<file path="config.mk">
export PLATFORM = sky130hd
export DESIGN_NAME = tmr8_top
export DESIGN_NICKNAME = d
export VERILOG_FILES = /design/src/hdl/tmr8_pkg.sv /design/src/hdl/tmr8_prescale.sv /design/src/hdl/tmr8_top.sv
export SDC_FILE = /design/constraint.sdc
export NUM_CORES = 1
export LEC_CHECK = 0
export BUFFER_PORTS_ARGS = -buffer_cell sky130_fd_sc_hd__buf_2
export CAP_MARGIN = 40
export CORE_MARGIN = 2
export CORE_UTILIZATION = 45
export DETAILED_ROUTE_END_ITERATION = 10
export GPL_TIMING_DRIVEN = 0
export PLACE_DENSITY_LB_ADDON = 0.08
export SYNTH_ARGS = -nofsm -noshare
export SYNTH_HDL_FRONTEND = slang
export SYNTH_SLANG_ARGS = --single-unit
</file>
<file path="constraint.sdc">
create_clock -name clk -period 4.23 [get_ports clk]
set_input_delay 0.423 -clock clk [delete_from_list [all_inputs] [get_ports clk]]
set_output_delay 0.423 -clock clk [all_outputs]
set_load 0.02 [all_outputs]
</file>
<file path="src/hdl/tmr8_pkg.sv">
// Functional notes
// [RQ1] force strobes act only in non-PWM modes
// [RQ2] force strobe applies compare action immediately
// [RQ3] forced compare sets no flag, no clear
// [RQ4] force bits always read back zero
// [RQ5] software writes zero force bits in PWM
// [RQ6] select 0 stop, 1 direct, 2-5 prescaled
// [RQ7] select 6 falling, 7 rising pin edges
// [RQ8] pin edges count even when pin outputs
// [RQ9] counter readable and writable by software
// [RQ10] counter write blocks next tick's match
// [RQ11] compare values matched continuously against counter
// [RQ12] reserved bits read as zero
// [RQ13] match B request: enable, global, flag
// [RQ14] match A request: enable, global, flag
// [RQ15] overflow request: enable, global, flag
// [RQ16] match B flag sets, clears ack/one
// [RQ17] match A flag sets, clears ack/one
// [RQ18] overflow flag sets, clears ack/one
// [RQ19] overflow point depends on waveform mode
// [RQ20] overflow at MAX, BOTTOM or top
// [RQ21] counter steps per tick, holds when stopped
// [RQ22] acknowledge pulse clears its flag
package tmr8_pkg;

  // ==========================================================
  // register offsets
  localparam logic [7:0] OFS_CTRL_A = 8'h44;
  localparam logic [7:0] OFS_CTRL_B = 8'h45;
  localparam logic [7:0] OFS_COUNT  = 8'h46;
  localparam logic [7:0] OFS_CMP_A  = 8'h47;
  localparam logic [7:0] OFS_CMP_B  = 8'h48;
  localparam logic [7:0] OFS_MASK   = 8'h6e;
  localparam logic [7:0] OFS_FLAGS  = 8'h35;
  localparam logic [7:0] REG_RESET  = 8'h00;

  // ==========================================================
  // field positions
  localparam int FOC_A_BIT  = 7;
  localparam int FOC_B_BIT  = 6;
  localparam int WGM2_BIT   = 3;
  localparam int CS_LSB     = 0;
  localparam int ACT_A_LSB  = 6;
  localparam int ACT_B_LSB  = 4;
  localparam int WGM10_LSB  = 0;
  localparam int OVF_BIT    = 0;
  localparam int MA_BIT     = 1;
  localparam int MB_BIT     = 2;

  // ==========================================================
  // clock select codes and prescaler masks
  localparam logic [2:0] CS_STOP   = 3'h0;
  localparam logic [2:0] CS_DIRECT = 3'h1;
  localparam logic [2:0] CS_DIV8   = 3'h2;
  localparam logic [2:0] CS_DIV64  = 3'h3;
  localparam logic [2:0] CS_DIV256 = 3'h4;
  localparam logic [2:0] CS_DIV1K  = 3'h5;
  localparam logic [2:0] CS_FALL   = 3'h6;
  localparam logic [2:0] CS_RISE   = 3'h7;
  localparam logic [9:0] PRE_M8    = 10'h007;
  localparam logic [9:0] PRE_M64   = 10'h03f;
  localparam logic [9:0] PRE_M256  = 10'h0ff;
  localparam logic [9:0] PRE_M1K   = 10'h3ff;

  // ==========================================================
  // waveform modes, count limits, output actions
  localparam logic [2:0] WGM_CTC      = 3'h2;
  localparam logic [2:0] WGM_PC_OCRA  = 3'h5;
  localparam logic [2:0] WGM_FP_OCRA  = 3'h7;
  localparam logic [7:0] CNT_MAX      = 8'hff;
  localparam logic [7:0] CNT_BOTTOM   = 8'h00;
  localparam logic [1:0] ACT_OFF      = 2'h0;
  localparam logic [1:0] ACT_TOGGLE   = 2'h1;
  localparam logic [1:0] ACT_CLEAR    = 2'h2;
  localparam logic [1:0] ACT_SET      = 2'h3;

  typedef enum logic {TMR8_UP, TMR8_DOWN} tmr8_dir_t;

endpackage : tmr8_pkg

</file>
<file path="src/hdl/tmr8_prescale.sv">
`timescale 1ns/100ps
module tmr8_prescale (
  input  wire logic       clk,
  input  wire logic       rst_n,
  input  wire logic       clk_en,
  input  wire logic [2:0] clk_source_sel,
  input  wire logic       ext_count_pin,
  output logic            tick
);

  logic [9:0] pre_q;
  logic       pin_s1_q;
  logic       pin_s2_q;
  logic       pin_s3_q;
  wire        pin_fall;
  wire        pin_rise;

  // ==========================================================
  // free running divider
  always_ff @(posedge clk or negedge rst_n) begin
    if (!rst_n) begin
      pre_q <= 10'h000;
    end else if (clk_en) begin
      pre_q <= pre_q + 10'h001;
    end
  end

  // ==========================================================
  // pin synchroniser and edge detector; the pin is sampled even while driven as output
  always_ff @(posedge clk or negedge rst_n) begin
    if (!rst_n) begin
      pin_s1_q <= 1'b0;
      pin_s2_q <= 1'b0;
      pin_s3_q <= 1'b0;
    end else if (clk_en) begin
      pin_s1_q <= ext_count_pin; // RQ8
      pin_s2_q <= pin_s1_q;
      pin_s3_q <= pin_s2_q;
    end
  end

  assign pin_fall = pin_s3_q & ~pin_s2_q; // RQ7
  assign pin_rise = ~pin_s3_q & pin_s2_q; // RQ7

  // ==========================================================
  // tick selection
  always_comb begin
    unique case (clk_source_sel) // RQ6
      tmr8_pkg::CS_STOP:   tick = 1'b0;
      tmr8_pkg::CS_DIRECT: tick = 1'b1;
      tmr8_pkg::CS_DIV8:   tick = (pre_q & tmr8_pkg::PRE_M8) == tmr8_pkg::PRE_M8;
      tmr8_pkg::CS_DIV64:  tick = (pre_q & tmr8_pkg::PRE_M64) == tmr8_pkg::PRE_M64;
      tmr8_pkg::CS_DIV256: tick = (pre_q & tmr8_pkg::PRE_M256) == tmr8_pkg::PRE_M256;
      tmr8_pkg::CS_DIV1K:  tick = (pre_q & tmr8_pkg::PRE_M1K) == tmr8_pkg::PRE_M1K;
      tmr8_pkg::CS_FALL:   tick = pin_fall;
      tmr8_pkg::CS_RISE:   tick = pin_rise;
    endcase
  end

endmodule : tmr8_prescale

</file>
<file path="src/hdl/tmr8_top.sv">
`timescale 1ns/100ps
module tmr8_top (
  input  wire logic       clk,
  input  wire logic       nrst,
  input  wire logic       clk_en,
  input  wire logic [7:0] addr,
  input  wire logic [7:0] wdata,
  input  wire logic       wr,
  input  wire logic       rd,
  output logic      [7:0] rdata,
  input  wire logic       ext_count_pin,
  input  wire logic       global_irq_en,
  input  wire logic       ack_overflow,
  input  wire logic       ack_match_a,
  input  wire logic       ack_match_b,
  output logic            irq_overflow,
  output logic            irq_match_a,
  output logic            irq_match_b,
  output logic            wave_out_a,
  output logic            wave_out_b,
  output logic            wave_oe_a,
  output logic            wave_oe_b
);

  // ==========================================================
  // reset release
  logic rst_s1_q;
  logic rst_n;

  always_ff @(posedge clk or negedge nrst) begin
    if (!nrst) begin
      rst_s1_q <= 1'b0;
      rst_n    <= 1'b0;
    end else begin
      rst_s1_q <= 1'b1;
      rst_n    <= rst_s1_q;
    end
  end

  // ==========================================================
  // state
  logic [1:0]          out_action_a;
  logic [1:0]          out_action_b;
  logic [1:0]          wave_mode_lo;
  logic                wave_mode_bit2;
  logic [2:0]          clk_source_sel;
  logic [7:0]          timer_count;
  logic [7:0]          compare_value_a;
  logic [7:0]          compare_value_b;
  logic                match_b_irq_en;
  logic                match_a_irq_en;
  logic                overflow_irq_en;
  logic                match_b_flag;
  logic                match_a_flag;
  logic                overflow_flag;
  logic                block_q;
  tmr8_pkg::tmr8_dir_t dir_q;
  logic [7:0]          rdata_q;
  logic                wave_a_q;
  logic                wave_b_q;

  // ==========================================================
  // decode
  wire       tick;
  wire [2:0] wave_mode_field = {wave_mode_bit2, wave_mode_lo};
  wire       pwm_mode        = wave_mode_field[0];
  wire       fast_mode       = pwm_mode & wave_mode_lo[1];
  wire       phase_mode      = pwm_mode & ~wave_mode_lo[1];
  wire       top_is_cmp      = (wave_mode_field == tmr8_pkg::WGM_CTC) |
                               (wave_mode_field == tmr8_pkg::WGM_PC_OCRA) |
                               (wave_mode_field == tmr8_pkg::WGM_FP_OCRA);
  wire [7:0] top_val         = top_is_cmp ? compare_value_a : tmr8_pkg::CNT_MAX;
  wire       wr_ctrl_a       = wr & (addr == tmr8_pkg::OFS_CTRL_A);
  wire       wr_ctrl_b       = wr & (addr == tmr8_pkg::OFS_CTRL_B);
  wire       wr_count        = wr & (addr == tmr8_pkg::OFS_COUNT);
  wire       wr_cmp_a        = wr & (addr == tmr8_pkg::OFS_CMP_A);
  wire       wr_cmp_b        = wr & (addr == tmr8_pkg::OFS_CMP_B);
  wire       wr_mask         = wr & (addr == tmr8_pkg::OFS_MASK);
  wire       wr_flags        = wr & (addr == tmr8_pkg::OFS_FLAGS);
  wire       at_top          = timer_count == top_val;
  wire       at_bottom       = timer_count == tmr8_pkg::CNT_BOTTOM;
  wire       counting_down   = dir_q == tmr8_pkg::TMR8_DOWN;

  // forced compares never reach the flag or counter logic
  wire force_a = wr_ctrl_b & wdata[tmr8_pkg::FOC_A_BIT] & ~pwm_mode; // RQ1 RQ3
  wire force_b = wr_ctrl_b & wdata[tmr8_pkg::FOC_B_BIT] & ~pwm_mode; // RQ1 RQ3

  // real matches, suppressed on the tick following a counter write
  wire match_a_ev = tick & ~block_q & (timer_count == compare_value_a); // RQ10 RQ11
  wire match_b_ev = tick & ~block_q & (timer_count == compare_value_b); // RQ10 RQ11

  // counter wrap in fast modes doubles as the bottom event for the outputs
  wire wrap_ev = tick & fast_mode & at_top;

  // overflow point per waveform mode
  wire ovf_ev = tick & (phase_mode ? (counting_down & at_bottom) :          // RQ19 RQ20
                        (wave_mode_field == tmr8_pkg::WGM_FP_OCRA) ? at_top :
                        (timer_count == tmr8_pkg::CNT_MAX));

  // ==========================================================
  // next waveform level for one channel
  function automatic logic wave_next(
    input logic       cur,
    input logic [1:0] act,
    input logic       is_a,
    input logic       match,
    input logic       bottom
  );
    logic v;
    v = cur;
    if (!pwm_mode) begin
      if (match) begin
        unique case (act)
          tmr8_pkg::ACT_OFF:    v = cur;
          tmr8_pkg::ACT_TOGGLE: v = ~cur;
          tmr8_pkg::ACT_CLEAR:  v = 1'b0;
          tmr8_pkg::ACT_SET:    v = 1'b1;
        endcase
      end
    end else begin
      if (match) begin
        unique case (act)
          tmr8_pkg::ACT_OFF:    v = cur;
          tmr8_pkg::ACT_TOGGLE: v = (is_a & wave_mode_bit2) ? ~cur : cur;
          tmr8_pkg::ACT_CLEAR:  v = (phase_mode & counting_down) ? 1'b1 : 1'b0;
          tmr8_pkg::ACT_SET:    v = (phase_mode & counting_down) ? 1'b0 : 1'b1;
        endcase
      end
      // bottom action comes last so it wins when compare equals top
      if (bottom & (act == tmr8_pkg::ACT_CLEAR)) begin
        v = 1'b1;
      end else if (bottom & (act == tmr8_pkg::ACT_SET)) begin
        v = 1'b0;
      end
    end
    return v;
  endfunction : wave_next

  wire wave_a_d = wave_next(wave_a_q, out_action_a, 1'b1, match_a_ev | force_a, wrap_ev); // RQ2
  wire wave_b_d = wave_next(wave_b_q, out_action_b, 1'b0, match_b_ev | force_b, wrap_ev); // RQ2

  // ==========================================================
  // clock source
  tmr8_prescale u_prescale (
    .clk            (clk),
    .rst_n          (rst_n),
    .clk_en         (clk_en),
    .clk_source_sel (clk_source_sel),
    .ext_count_pin  (ext_count_pin),
    .tick           (tick)
  );

  // ==========================================================
  // counter
  logic [7:0]          count_d;
  tmr8_pkg::tmr8_dir_t dir_d;

  always_comb begin
    count_d = timer_count;
    dir_d   = dir_q;
    if (wr_count) begin
      count_d = wdata; // RQ9
    end else if (tick) begin // RQ21
      if (phase_mode) begin
        if (!counting_down && at_top) begin
          dir_d   = tmr8_pkg::TMR8_DOWN;
          count_d = timer_count - 8'h01;
        end else if (counting_down && at_bottom) begin
          dir_d   = tmr8_pkg::TMR8_UP;
          count_d = timer_count + 8'h01;
        end else begin
          count_d = counting_down ? timer_count - 8'h01 : timer_count + 8'h01;
        end
      end else if (at_top) begin
        count_d = tmr8_pkg::CNT_BOTTOM;
      end else begin
        count_d = timer_count + 8'h01;
      end
    end
  end

  always_ff @(posedge clk or negedge rst_n) begin
    if (!rst_n) begin
      timer_count <= tmr8_pkg::REG_RESET;
      dir_q       <= tmr8_pkg::TMR8_UP;
      block_q     <= 1'b0;
    end else if (clk_en) begin
      timer_count <= count_d;
      dir_q       <= dir_d;
      block_q     <= wr_count | (block_q & ~tick); // RQ10
    end
  end

  // ==========================================================
  // control and compare registers
  always_ff @(posedge clk or negedge rst_n) begin
    if (!rst_n) begin
      out_action_a    <= tmr8_pkg::ACT_OFF;
      out_action_b    <= tmr8_pkg::ACT_OFF;
      wave_mode_lo    <= 2'h0;
      wave_mode_bit2  <= 1'b0;
      clk_source_sel  <= tmr8_pkg::CS_STOP;
      compare_value_a <= tmr8_pkg::REG_RESET;
      compare_value_b <= tmr8_pkg::REG_RESET;
      match_b_irq_en  <= 1'b0;
      match_a_irq_en  <= 1'b0;
      overflow_irq_en <= 1'b0;
    end else if (clk_en) begin
      if (wr_ctrl_a) begin
        out_action_a <= wdata[tmr8_pkg::ACT_A_LSB +: 2];
        out_action_b <= wdata[tmr8_pkg::ACT_B_LSB +: 2];
        wave_mode_lo <= wdata[tmr8_pkg::WGM10_LSB +: 2];
      end
      if (wr_ctrl_b) begin
        wave_mode_bit2 <= wdata[tmr8_pkg::WGM2_BIT];
        clk_source_sel <= wdata[tmr8_pkg::CS_LSB +: 3]; // RQ6
      end
      if (wr_cmp_a) begin
        compare_value_a <= wdata;
      end
      if (wr_cmp_b) begin
        compare_value_b <= wdata;
      end
      if (wr_mask) begin
        match_b_irq_en  <= wdata[tmr8_pkg::MB_BIT];
        match_a_irq_en  <= wdata[tmr8_pkg::MA_BIT];
        overflow_irq_en <= wdata[tmr8_pkg::OVF_BIT];
      end
    end
  end

  // ==========================================================
  // flags: a set in the clearing cycle wins
  wire clr_b   = ack_match_b | (wr_flags & wdata[tmr8_pkg::MB_BIT]);
  wire clr_a   = ack_match_a | (wr_flags & wdata[tmr8_pkg::MA_BIT]);
  wire clr_ovf = ack_overflow | (wr_flags & wdata[tmr8_pkg::OVF_BIT]);

  always_ff @(posedge clk or negedge rst_n) begin
    if (!rst_n) begin
      match_b_flag  <= 1'b0;
      match_a_flag  <= 1'b0;
      overflow_flag <= 1'b0;
    end else if (clk_en) begin
      match_b_flag  <= match_b_ev | (match_b_flag & ~clr_b);    // RQ16 RQ22
      match_a_flag  <= match_a_ev | (match_a_flag & ~clr_a);    // RQ17 RQ22
      overflow_flag <= ovf_ev | (overflow_flag & ~clr_ovf);     // RQ18 RQ22
    end
  end

  assign irq_match_b  = match_b_irq_en & global_irq_en & match_b_flag;   // RQ13
  assign irq_match_a  = match_a_irq_en & global_irq_en & match_a_flag;   // RQ14
  assign irq_overflow = overflow_irq_en & global_irq_en & overflow_flag; // RQ15

  // ==========================================================
  // waveform outputs
  always_ff @(posedge clk or negedge rst_n) begin
    if (!rst_n) begin
      wave_a_q <= 1'b0;
      wave_b_q <= 1'b0;
    end else if (clk_en) begin
      wave_a_q <= wave_a_d;
      wave_b_q <= wave_b_d;
    end
  end

  assign wave_out_a = wave_a_q;
  assign wave_out_b = wave_b_q;
  assign wave_oe_a  = out_action_a != tmr8_pkg::ACT_OFF;
  assign wave_oe_b  = out_action_b != tmr8_pkg::ACT_OFF;

  // ==========================================================
  // read path
  wire [7:0] rd_ctrl_a = {out_action_a, out_action_b, 2'h0, wave_mode_lo};
  wire [7:0] rd_ctrl_b = {4'h0, wave_mode_bit2, clk_source_sel};             // RQ4 RQ12
  wire [7:0] rd_mask   = {5'h00, match_b_irq_en, match_a_irq_en, overflow_irq_en}; // RQ12
  wire [7:0] rd_flags  = {5'h00, match_b_flag, match_a_flag, overflow_flag};       // RQ12
  wire [7:0] rd_val    = (addr == tmr8_pkg::OFS_CTRL_A) ? rd_ctrl_a :
                         (addr == tmr8_pkg::OFS_CTRL_B) ? rd_ctrl_b :
                         (addr == tmr8_pkg::OFS_COUNT)  ? timer_count :
                         (addr == tmr8_pkg::OFS_CMP_A)  ? compare_value_a :
                         (addr == tmr8_pkg::OFS_CMP_B)  ? compare_value_b :
                         (addr == tmr8_pkg::OFS_MASK)   ? rd_mask :
                         (addr == tmr8_pkg::OFS_FLAGS)  ? rd_flags : 8'h00;

  always_ff @(posedge clk or negedge rst_n) begin
    if (!rst_n) begin
      rdata_q <= 8'h00;
    end else if (clk_en) begin
      rdata_q <= rd ? rd_val : 8'h00;
    end
  end

  assign rdata = rdata_q;
endmodule : tmr8_top

</file>
==> metrics.cfg <==
[outcome]
status = complete, no violations

[grt]
grt_busiest_layer = met2
first_global_vias = 3380
grt_max_degree = 63
grt_use_total_pct = 24.8
gr-total-overflow = 0
grtUsageMet3_pct = 5.36
grt_pass1_wl_um = 18800
grt_util_met2_pct = 37.9
grt_antenna_before_repair = 0
grt_use_met1_pct = 36.6

[timing]
fin_tns_setup_ns = 0
skew_ns = 0.0106
slew_viol_final = 0
rsz0062_at_grt = no
period_minus_slack_ns = 2.89
holdWs_ns = 0.117
slew_headroom_pct = 41.0
period_share_pct = 68.3
hold_viol_final = 0
worstMarginPinSlew_ns = 0.878
setup_ws_ns = 1.34
setup_viol = 0
fmax_ghz = 0.346

[placed_design]
dp_cells = 551
pre_cts_slack_ns = 1.43
port-buffer-count = 39
gp_congestion = 0.907
post-dp-hpwl_um = 8490
place_area_sq_um = 4500

[logic_synthesis]
async_flop_share_pct = 100
ys_seq_area_share_pct = 40.6
ys_ff_latch = 67
syn_inst = 402
synth-main-ff-cell = dfrtp_1
yosys.area.top_type = dfrtp_1
synthSimpleGateAreaFrac_pct = 18.3
synth_top_cell_area_share_pct = 40.6
synth_compound_area_share_pct = 20.1
synthXorXnorAreaFrac_pct = 5.09
avgSynthCellArea_sq_um = 10.3
yosys_warnings = 0
synth.distinct_cells = 79
synth_top_cells_by_area = dfrtp_1 41%, mux2_2 5.5%, xnor2_1 4.0%, nand2_1 2.5%, mux2_1 2.5%
synth_edf_count = 0
syn-num-nets = 432
syn_area_sq_um = 4130
synth-adder-area-share_pct = 1.21
synth_top_family_by_area = compound AO/OA/AOI/OAI gates
synthMuxAreaShare_pct = 10.8

[setup_path]
reg2regPathDepth = 11
max_stage_delay_ns = 0.39
r2r_end = timer_count[3]$_DFFE_PN0P_
endpoint = timer_count[3]$_DFFE_PN0P_
r2r_slack_ns = 1.34
cp.arrival_ns = 3.17
cp_max_fo = 8
cp_slowest_cell = dfrtp_1
crit_chain = clkbuf_1, inv_1, ha_1, nor3b_1, and3_1, nand4_1, and4_1, buf_6, a21oi_2, a221oi_2, a21oi_1
criticalPathCategory = flip-flop to flip-flop
worstPathRequired_ns = 4.51
r2r-start = timer_count[0]$_DFFE_PN0P_
endpoint_kind = flip-flop
startpoint = timer_count[0]$_DFFE_PN0P_
crit_path_start_kind = flip-flop

[clock_tree]
clockRootBuffer = clkbuf_8
cts_tree = built
clockBufferDepth = 2
cts_resized = 0
numCtsBuffers = 9
h-tree-depth = 3
postCtsSetupBuffers = 0
clkSlewWorstSetupHoldPaths_ns = 0.08
cts_sinks = 67
clk_latency_ns = 0.36

[power_and_ir_drop]
power_mw = 1.52
p_leak_nw = 2.17
power.density_nw_per_um2 = 324
vdd_drop_max_mv = 0.204

[floorplan]
fp.dieArea_sq_um = 9960
rows = 34
die_w_um = 99.8
die_h_um = 99.8
ios = 41
initial_utilization_pct = 46.9
design.core.area_sq_um = 8810

[layout]
drive_above_1_share_pct = 26.4
fin_nets = 485
fin_util_pct = 53.3
final_cell_mix = 66 x dfrtp_1, 48 x buf_2, 28 x nand2_1
synthToLayoutAreaGrowth_pct = 13.5
layout_commonest_cell = dfrtp_1
n_antenna_cell = 0
final_area_sq_um = 4690
fin_cells = 567

[detailed_routing]
num_vias = 3491
avgRoutedWirePerCell_um = 20.5
viasPerCell = 6.16
firstDrtPassIters = 5
ant_nets = 0
drt-initial-drc-count = 216
wl_um = 11600
drc = 0

[flow_run]
drv_cap = 0

[hold_path]
hold_path_class = flip-flop to asynchronous set/reset pin

layout make-up:
cell class | count | area, sq um
Inverter | 14 | 52.6
Sequential cell | 67 | 1680
Tap cell | 108 | 135
Multi-Input combinational cell | 303 | 2300
Clock inverter | 4 | 26.3
Timing Repair Buffer | 42 | 243
Fill cell | 827 | 4120
Buffer | 18 | 101
Clock buffer | 11 | 151
cell families after synthesis:
family / Yosys count
AND/OR/NAND/NOR: 127
adder cells (fa/ha/maj): 4
other: 1
XOR/XNOR: 24
buffers and inverters: 32
flip-flops: 67
AO/OA/AOI/OAI: 109
multiplexers: 38
worst max-delay path: cells and delay by family, from the launching register on:
kind / cells / cell delay [ns]
compound gates: 3 / 0.53
fa+ha+maj: 1 / 0.20
buf+inv: 3 / 0.55
flops: 1 / 0.39
simple gates: 4 / 1.13
power breakdown:
| part | switching, mW | internal, mW |
|---|---|---|
| Clock | 0.271 | 0.241 |
| Combinational | 0.142 | 0.113 |
| Sequential | 0.0584 | 0.693 |
how the worst min path moves through the flow:
stage                                 endpoint  slack (ns)  cells past startpoint
finish              match_a_irq_en$_DFFE_PN0P_        0.12                      0
global route        match_a_irq_en$_DFFE_PN0P_        0.13                      0
detailed placement  match_a_irq_en$_DFFE_PN0P_        0.11                      0
floorplan                      rst_n$_DFF_PN0_        0.13                      0
CTS                 match_a_irq_en$_DFFE_PN0P_        0.12                      0
global placement               rst_n$_DFF_PN0_        0.21                      1
state kept, by name, indices dropped and copies added, names as in the netlist, 2 cells and up:
register	flops
out_action_b	2
compare_value_b	8
timer_count	8
compare_value_a	8
out_action_a	2
u_prescale.pre_q	10
rdata	8
wave_mode_lo	2
clk_source_sel	3
routing by layer:
layer,wire length (um),vias up
met2,5230,121
met4,93,0
met3,588,10
met5,0,-
met1,5710,1746
li1,-,1614
cell usage after synthesis (4+ instances only):
cell and instances:
dfrtp_1 67, o22ai_1 6, mux2_4 6, a21o_1 6, o21ai_0 14, and3_1 10, a22o_1 4, nand2_1 28
ha_1 4, mux2_2 20, o211ai_1 6, nor4_1 4, clkbuf_1 6, buf_2 9, a21oi_1 14, a222oi_1 7
nand3_1 6, nand3b_1 4, inv_1 12, nor2_1 18, xnor2_1 19, o2bb2ai_1 4, a31oi_1 5, xor2_1 5
nand4_1 10, o21ai_1 6, nand2b_1 13, mux2_1 9
what timing repair did:
| action | in CTS | in global routing |
|---|---|---|
| hold buffers | 1 | 0 |
| setup endpoints to repair | 0 | 0 |
| endpoints found under the hold margin | 2 | 0 |
(Power assumes the default switching activity.)
